## src/rtl/clk_gate_pkg.sv

```systemverilog
// package: offsets, field positions, reset values and types of the sleep clock gating block
package clk_gate_pkg;

    localparam int ADDR_W = 12;
    localparam int NUM_UNITS = 7;

    // register offsets (byte addresses)
    localparam logic [ADDR_W-1:0] RUN_GATE_OFF = 12'h104;
    localparam logic [ADDR_W-1:0] SLEEP_GATE_OFF = 12'h114;
    localparam logic [ADDR_W-1:0] DEEP_GATE_OFF = 12'h124;
    localparam logic [ADDR_W-1:0] RUN_CLOCK_CFG_OFF = 12'h060;
    localparam logic [ADDR_W-1:0] IRQ_STATUS_OFF = 12'h200;
    localparam logic [ADDR_W-1:0] IRQ_MASK_OFF = 12'h204;
    localparam logic [ADDR_W-1:0] POWER_STATE_OFF = 12'h208;

    // enable field positions
    localparam int ASYNC_SERIAL_ZERO_POS = 0;
    localparam int SYNC_SERIAL_ZERO_POS = 4;
    localparam int GP_COUNTER_ZERO_POS = 16;
    localparam int GP_COUNTER_ONE_POS = 17;
    localparam int GP_COUNTER_TWO_POS = 18;
    localparam int COMPARATOR_ZERO_POS = 24;
    localparam int COMPARATOR_ONE_POS = 25;

    // writable bits of the gating registers; the rest read as zero
    localparam logic [31:0] GATE_WRITE_MASK = 32'h0307_0011;
    localparam logic [31:0] GATE_RESET = 32'h0000_0000;

    // auto gating select position in the run clock configuration register
    localparam int AUTO_GATING_SELECT_POS = 27;
    localparam logic [31:0] RUN_CLOCK_CFG_RESET = 32'h0000_0000;

    // interrupt status bit positions
    localparam int IRQ_FAULT_POS = 0;
    localparam int IRQ_STATE_POS = 1;
    localparam logic [1:0] IRQ_RESET = 2'h0;

    // unit index to register bit position
    localparam int UNIT_POS [NUM_UNITS] = '{
        ASYNC_SERIAL_ZERO_POS, SYNC_SERIAL_ZERO_POS, GP_COUNTER_ZERO_POS,
        GP_COUNTER_ONE_POS, GP_COUNTER_TWO_POS, COMPARATOR_ZERO_POS,
        COMPARATOR_ONE_POS
    };

    typedef enum logic [1:0] {
        PWR_RUN,
        PWR_SLEEP,
        PWR_DEEP_SLEEP
    } power_state_type;

    typedef struct packed {
        logic [ADDR_W-1:0] addr;
        logic [31:0] wdata;
        logic wr;
        logic rd;
    } reg_req_type;

    typedef struct packed {
        logic valid;
        logic [NUM_UNITS-1:0] sel;
    } unit_access_type;

endpackage

```

## src/rtl/sleep_clock_gating_ctl.sv

```systemverilog
// sleep-mode peripheral clock gating control with run and deep-sleep companions
//
// Functional notes
// RULE1: each writable gating bit is the clock enable of one peripheral unit.
// RULE2: access to a unit whose clock is gated off returns a bus fault.
// RULE3: reset loads zero into the sleep gating register; all units unclocked.
// RULE4: software must enable every unit it needs; nothing is clocked after reset.
// RULE5: run, sleep and deep-sleep registers apply by current power state.
// RULE6: sleep and deep-sleep registers apply only with auto gating select set.
// RULE7: bits 18, 17, 16 enable general-purpose counters 2, 1, 0.
// RULE8: bit 4 enables synchronous serial unit 0.
// RULE9: bit 0 enables asynchronous serial unit 0.
// RULE10: bits 31:26, 23:19, 15:5, 3:1 are read-only zero.
// RULE11: bits 25, 24 enable analog comparators 1 and 0.
`timescale 1ns/1ps

module sleep_clock_gating_ctl
    import clk_gate_pkg::*;
(
    // clock and reset
    input wire logic mclk_i,
    input wire logic rst_i,
    // register port
    input wire clk_gate_pkg::reg_req_type reg_req_i,
    output logic [31:0] reg_rdata_o,
    // power state from the system controller
    input wire clk_gate_pkg::power_state_type power_state_i,
    // peripheral bus access watch
    input wire clk_gate_pkg::unit_access_type unit_access_i,
    output logic bus_fault_o,
    // clock enables to the peripheral units
    output logic [NUM_UNITS-1:0] unit_clk_en_o,
    // interrupt
    output logic irq_o
);
    import clk_gate_pkg::*;

    logic [31:0] run_gate_reg_one_q;
    logic [31:0] sleep_gate_reg_one_q;
    logic [31:0] deep_sleep_gate_reg_one_q;
    logic [31:0] run_clock_config_reg_q;
    logic [1:0] irq_status_q;
    logic [1:0] irq_status_d;
    logic [1:0] irq_mask_q;
    logic [31:0] gate_sel;
    logic [31:0] rdata_d;
    logic auto_gating_select;
    logic fault_d;
    logic state_change;
    logic wr_run;
    logic wr_sleep;
    logic wr_deep;
    logic wr_cfg;
    logic wr_mask;
    logic rd_status;
    logic [NUM_UNITS-1:0] en_pick;
    logic [NUM_UNITS-1:0] gated_hit;
    power_state_type power_state_q;

    assign auto_gating_select = run_clock_config_reg_q[AUTO_GATING_SELECT_POS];

    // one decoder for all write strobes keeps the address map in one place
    always_comb begin
        wr_run = 1'b0;
        wr_sleep = 1'b0;
        wr_deep = 1'b0;
        wr_cfg = 1'b0;
        wr_mask = 1'b0;
        if (reg_req_i.wr) begin
            unique case (reg_req_i.addr)
                RUN_GATE_OFF: begin
                    wr_run = 1'b1;
                end
                SLEEP_GATE_OFF: begin
                    wr_sleep = 1'b1;
                end
                DEEP_GATE_OFF: begin
                    wr_deep = 1'b1;
                end
                RUN_CLOCK_CFG_OFF: begin
                    wr_cfg = 1'b1;
                end
                IRQ_MASK_OFF: begin
                    wr_mask = 1'b1;
                end
                default: begin
                    // unmapped writes are dropped without a trace
                end
            endcase
        end
    end

    // reading the status register is what clears it
    assign rd_status = reg_req_i.rd && (reg_req_i.addr == IRQ_STATUS_OFF);

    // gating registers; only documented enable bits are stored
    always_ff @(posedge mclk_i or posedge rst_i) begin
        if (rst_i) begin
            run_gate_reg_one_q <= GATE_RESET;
        end else if (wr_run) begin
            run_gate_reg_one_q <= reg_req_i.wdata & GATE_WRITE_MASK; // RULE10
        end
    end

    always_ff @(posedge mclk_i or posedge rst_i) begin
        if (rst_i) begin
            sleep_gate_reg_one_q <= GATE_RESET; // RULE3
        end else if (wr_sleep) begin
            sleep_gate_reg_one_q <= reg_req_i.wdata & GATE_WRITE_MASK; // RULE10
        end
    end

    always_ff @(posedge mclk_i or posedge rst_i) begin
        if (rst_i) begin
            deep_sleep_gate_reg_one_q <= GATE_RESET;
        end else if (wr_deep) begin
            deep_sleep_gate_reg_one_q <= reg_req_i.wdata & GATE_WRITE_MASK; // RULE10
        end
    end

    // only the auto gating select bit is implemented here
    always_ff @(posedge mclk_i or posedge rst_i) begin
        if (rst_i) begin
            run_clock_config_reg_q <= RUN_CLOCK_CFG_RESET;
        end else if (wr_cfg) begin
            run_clock_config_reg_q <= '0;
            run_clock_config_reg_q[AUTO_GATING_SELECT_POS] <=
                reg_req_i.wdata[AUTO_GATING_SELECT_POS];
        end
    end

    always_ff @(posedge mclk_i or posedge rst_i) begin
        if (rst_i) begin
            irq_mask_q <= IRQ_RESET;
        end else if (wr_mask) begin
            irq_mask_q <= reg_req_i.wdata[1:0];
        end
    end

    // register the power state so gating changes land on a clean edge
    always_ff @(posedge mclk_i or posedge rst_i) begin
        if (rst_i) begin
            power_state_q <= PWR_RUN;
        end else begin
            power_state_q <= power_state_i;
        end
    end

    // pick the gating register for the current power state
    always_comb begin
        gate_sel = run_gate_reg_one_q;
        if (auto_gating_select) begin // RULE6
            unique case (power_state_q) // RULE5
                PWR_RUN: begin
                    gate_sel = run_gate_reg_one_q;
                end
                PWR_SLEEP: begin
                    gate_sel = sleep_gate_reg_one_q;
                end
                PWR_DEEP_SLEEP: begin
                    gate_sel = deep_sleep_gate_reg_one_q;
                end
                default: begin
                    // the unused state code keeps the running set alive
                    gate_sel = run_gate_reg_one_q;
                end
            endcase
        end
    end

    // one column per unit: its enable bit and whether an access finds it gated
    genvar gi;
    generate
        for (gi = 0; gi < NUM_UNITS; gi++) begin : g_unit
            // field position of this unit, shared by all three gating registers
            assign en_pick[gi] = gate_sel[UNIT_POS[gi]]; // RULE7 RULE8 RULE9 RULE11
            // an unclocked unit cannot answer, so its access must fault
            assign gated_hit[gi] = unit_access_i.sel[gi] && !unit_clk_en_o[gi]; // RULE2
        end
    endgenerate

    // enables come from flip-flops so no glitch reaches a clock gate
    always_ff @(posedge mclk_i or posedge rst_i) begin
        if (rst_i) begin
            unit_clk_en_o <= '0; // RULE3
        end else begin
            unit_clk_en_o <= en_pick; // RULE1
        end
    end

    // any selected unit with its clock off faults the access
    always_comb begin
        fault_d = unit_access_i.valid && (gated_hit != '0); // RULE2
    end

    always_ff @(posedge mclk_i or posedge rst_i) begin
        if (rst_i) begin
            bus_fault_o <= 1'b0;
        end else begin
            bus_fault_o <= fault_d; // RULE2
        end
    end

    assign state_change = (power_state_i != power_state_q);

    // sticky events; a new event wins over the read that clears
    always_comb begin
        irq_status_d = irq_status_q;
        if (rd_status) begin
            irq_status_d = '0;
        end
        if (fault_d) begin
            irq_status_d[IRQ_FAULT_POS] = 1'b1;
        end
        if (state_change) begin
            irq_status_d[IRQ_STATE_POS] = 1'b1;
        end
    end

    always_ff @(posedge mclk_i or posedge rst_i) begin
        if (rst_i) begin
            irq_status_q <= IRQ_RESET;
        end else begin
            irq_status_q <= irq_status_d;
        end
    end

    assign irq_o = |(irq_status_q & irq_mask_q);

    // read mux; unmapped addresses read zero
    always_comb begin
        rdata_d = '0;
        unique case (reg_req_i.addr)
            RUN_GATE_OFF: begin
                rdata_d = run_gate_reg_one_q;
            end
            SLEEP_GATE_OFF: begin
                rdata_d = sleep_gate_reg_one_q; // RULE10
            end
            DEEP_GATE_OFF: begin
                rdata_d = deep_sleep_gate_reg_one_q;
            end
            RUN_CLOCK_CFG_OFF: begin
                rdata_d = run_clock_config_reg_q;
            end
            IRQ_STATUS_OFF: begin
                rdata_d = {30'h0, irq_status_q};
            end
            IRQ_MASK_OFF: begin
                rdata_d = {30'h0, irq_mask_q};
            end
            POWER_STATE_OFF: begin
                // the registered state is shown, the one gating really uses
                rdata_d = {30'h0, power_state_q};
            end
            default: begin
                rdata_d = '0;
            end
        endcase
    end

    always_ff @(posedge mclk_i or posedge rst_i) begin
        if (rst_i) begin
            reg_rdata_o <= '0;
        end else if (reg_req_i.rd) begin
            reg_rdata_o <= rdata_d;
        end else begin
            reg_rdata_o <= '0;
        end
    end

endmodule

```

## config.mk

```make
export PLATFORM = sky130hd
export DESIGN_NAME = sleep_clock_gating_ctl
export DESIGN_NICKNAME = d
export VERILOG_FILES = /design/src/rtl/clk_gate_pkg.sv /design/src/rtl/sleep_clock_gating_ctl.sv
export SDC_FILE = /design/constraint.sdc
export NUM_CORES = 1
export LEC_CHECK = 0
export ABC_AREA = 0
export BUFFER_PORTS_ARGS = -buffer_cell sky130_fd_sc_hd__buf_2
export CAP_MARGIN = 20
export CELL_PAD_IN_SITES_DETAIL_PLACEMENT = 1
export CELL_PAD_IN_SITES_GLOBAL_PLACEMENT = 2
export CORE_MARGIN = 5
export CORE_UTILIZATION = 28
export DETAILED_ROUTE_END_ITERATION = 6
export GPL_TIMING_DRIVEN = 0
export PLACE_DENSITY = 0.81
export REMOVE_ABC_BUFFERS = 1
export SYNTH_ARGS = -nofsm -noshare
export SYNTH_HDL_FRONTEND = slang
export SYNTH_SLANG_ARGS = --single-unit
```

## constraint.sdc

```tcl
create_clock -name mclk_i -period 1.73 [get_ports mclk_i]
set_clock_uncertainty 0.15 [all_clocks]
set_input_delay 0.173 -clock mclk_i [delete_from_list [all_inputs] [get_ports mclk_i]]
set_output_delay 0.173 -clock mclk_i [all_outputs]
set_load 0.02 [all_outputs]
```

==> results.py <==
metrics = {
    "critical_path": {
        "r2r_slack_ns": 0.23,
        "worstSetupPathType": "in2reg",
        "crit_path_start_kind": "input pin",
        "critPathCaptureType": "register",
        "rr_startpoint": "power_state_q[0]",
        "crit_required_ns": 1.76,
        "crit_arrival_ns": 1.76,
        "crit_fanout": 7,
        "reg2regPathDepth": 5,
        "r2r_end": "unit_clk_en_o[0]",
    },
    "floorplanning": {
        "io_pins": 99,
        "start_util": 0.290,
        "core.rowCount": 32,
        "die-width_um": 99.7,
        "die_h_um": 99.7,
        "design.die.area_mm2": 0.00993,
        "coreArea_mm2": 0.00777,
    },
    "worst_hold_path": {
        "hold_class": "in2reg",
        "worstHoldPathCells": 2,
        "worstHoldStart": "reg_req_i[18]",
        "holdPathEnd": "run_gate_reg_one_q[16]",
    },
    "synth": {
        "ys_seq_area_frac": 0.500,
        "syn_area_per_cell_um2": 11.4,
        "yosysMostFrequentCell": "dfrtp_1",
        "synthArstFlopShare": 1.00,
        "synth_cell_types": 40,
        "synthFlopType": "dfrtp_1",
        "synth_top_cell_by_area": "dfrtp_1",
        "synthCells": 198,
        "synth_common_cells": "dfrtp_1, mux2_2, buf_4, nor2_1, nand2_1",
        "yosys-top-cells-area": "dfrtp_1, mux2_2, buf_4",
        "syn_area_mm2": 0.00225,
        "ys_ff_latch": 45,
        "synth_edf_count": 0,
        "ys_warn_count": 0,
        "synth_top_area_frac": 0.500,
    },
    "sta": {
        "setup-violations-final": 0,
        "finalHoldViolations": 0,
        "layout_setup_ws_ns": 0.00544,
        "slew_viol_final": 0,
        "finalCriticalPeriod_ns": 1.72,
        "worst_pin_slew_ns": 0.624,
        "period_share": 0.997,
        "slew_headroom": 0.581,
        "rsz0062_at_grt": "true",
        "max_freq_ghz": 0.580,
    },
    "drt": {
        "dr.pass1.iters": 4,
        "wirelength_um": 5440,
        "route.detailed.drc": 0,
        "drt_iter0_drc": 54,
        "vias_per_cell": 4.50,
        "vias": 1653,
        "avgRoutedWirePerCell_um": 14.8,
        "ant_nets": 0,
    },
    "placement": {
        "place_area_mm2": 0.00255,
        "port_buffers": 52,
        "gp_congestion": 0.789,
        "pre_cts_ws_ns": -0.301,
        "dp_hpwl_um": 4130,
    },
    "power_and_ir_drop": {
        "cellPowerDensity_mw_per_mm2": 750,
        "p_leak_nw": 1.41,
        "ir_drop_mv": 0.308,
    },
    "clock_network": {
        "clk_latency_ns": 0.29,
        "cts_buffers": 5,
        "h-tree-depth": 2,
        "cts_sinks": 45,
        "clk_pin_slew_ns": 0.08,
        "cts_root_buffer": "clkbuf_8",
        "clockBufferDepth": 2,
        "cts_tree": "yes",
    },
    "global_route": {
        "grt_usage": 0.114,
        "overflow": 0,
        "grt_pass1_vias": 1730,
        "grt_antenna_before_repair": 0,
        "grt_pass1_wl_um": 8890,
        "grt_max_degree": 40,
    },
    "layout": {
        "final_area_mm2": 0.00280,
        "nets": 324,
        "syn2layout_area_growth_pct": 24.5,
        "antenna_cells": 0,
        "drive_above_1_share": 0.362,
    },
    "job": {
        "max-cap-violations": 0,
    },
    "outcome": {
        "status": "finished clean",
    },
}
-- cell type report --
| cell class | count | area, um^2 |
|---|---|---|
| timing repair buffer | 64 | 390 |
| fill | 888 | 4970 |
| tap | 102 | 128 |
| clock buffer | 7 | 86.3 |
| multi-input combinational | 138 | 1000 |
| clock inverter | 1 | 30.0 |
| inverter | 10 | 37.5 |
| sequential | 45 | 1130 |
-- how the worst max path moves through the flow --
| stage | endpoint | slack, ns | cells past startpoint | from |
|---|---|---|---|---|
| floorplan | irq_status_q[1] | -0.05 | 4 | reg_req_i[41] |
| global placement | irq_status_q[1] | -0.30 | 5 | reg_req_i[41] |
| detailed placement | irq_status_q[1] | -0.30 | 5 | reg_req_i[41] |
| CTS | irq_status_q[1] | 0.01 | 5 | reg_req_i[41] |
| global route | run_gate_reg_one_q[0] | -0.07 | 5 | reg_req_i[41] |
| finish | deep_sleep_gate_reg_one_q[16] | 0.005 | 5 | reg_req_i[41] |
-- layout by cell type (no fill, tap or decap), types with 2 or more instances in the layout --
cell,Yosys,final
buf_2,0,52
dfrtp_1,45,45
mux2_2,24,24
conb_1,1,23
nor2_1,16,16
nand2_1,11,11
dlygate4sd3_1,0,11
inv_1,10,9
mux2i_1,9,9
a22oi_1,7,7
a21oi_1,6,6
clkbuf_8,0,6
o21ai_0,8,5
o21ai_1,0,3
nand3_2,1,2
xor2_1,2,2
o22ai_1,2,2
nor2b_1,3,2
o2bb2ai_1,2,2
ha_1,2,2
-- per-layer routing --
layer,vias to the layer above,GRT usage,wire (um)
li1,785,-,-
met1,811,0.136,2240
met2,51,0.202,2750
met3,6,0.0259,361
met4,0,0.0378,83
met5,-,0,0
-- per-stage QoR --
| step | utilization | TNS [ns] | hold WS [ns] | instances | power [W] |
|---|---|---|---|---|---|
| after CTS | 0.358 | 0 | 0.00895 | 367 | 0.00211 |
| after global routing | 0.361 | -0.860 | 0.00957 | 367 | 0.00220 |
| final | 0.361 | 0 | 0.00971 | 367 | 0.00210 |
| after floorplan | - | -0.193 | 0.0544 | 193 | 0.00119 |
| after global placement | 0.326 | -17.51 | 0.167 | 347 | 0.00127 |
| after detailed placement | 0.329 | -7.87 | -0.0617 | 348 | 0.00128 |
-- power breakdown --
group | switching (W) | internal [W] | leakage, nW | total, W
Combinational | 0.000140 | 0.0000785 | 0.740 | 0.000218
Clock | 0.000348 | 0.000471 | 0.0585 | 0.000819
Sequential | 0.00000614 | 0.00106 | 0.611 | 0.00106
-- sequential cells by signal (all words and copies together) (netlist names) --
signal                     count
unit_clk_en_o                  7
reg_rdata_o                    9
sleep_gate_reg_one_q           7
run_gate_reg_one_q             7
power_state_q                  2
deep_sleep_gate_reg_one_q      7
bus_fault_o                    1
irq_status_q                   2
run_clock_config_reg_q         1
irq_mask_q                     2
-- worst max-delay path, cell delays in order --
cell     delay [ns]
buf_2          0.11
or4b_1         0.61
nor3_2         0.23
nand3_2        0.27
mux2_2         0.37
-- cell families (layout without fill, tap and decap cells) --
| logic type | count (synthesis) | after routing | share of synthesized area |
|---|---|---|---|
| buffers and inverters | 37 | 82 | 0.100 |
| muxes | 33 | 33 | 0.160 |
| adders and majority gates | 2 | 2 | 0.0111 |
| other | 1 | 23 | 0.00167 |
| and+or+nand+nor | 47 | 47 | 0.128 |
| xor gates and xnor gates | 2 | 2 | 0.00778 |
| AOI/OAI and AO/OA | 31 | 31 | 0.0906 |
| DFF | 45 | 45 | 0.500 |
-- what timing repair did --
item,in CTS,in global routing
gates resized for setup,1,7
buffers inserted,0,0
hold buffers,11,0
pin swaps,0,1
endpoints found under the hold margin,63,0
endpoints found under the setup margin,4,28
Note: power is estimated with default switching activity, not from simulation.
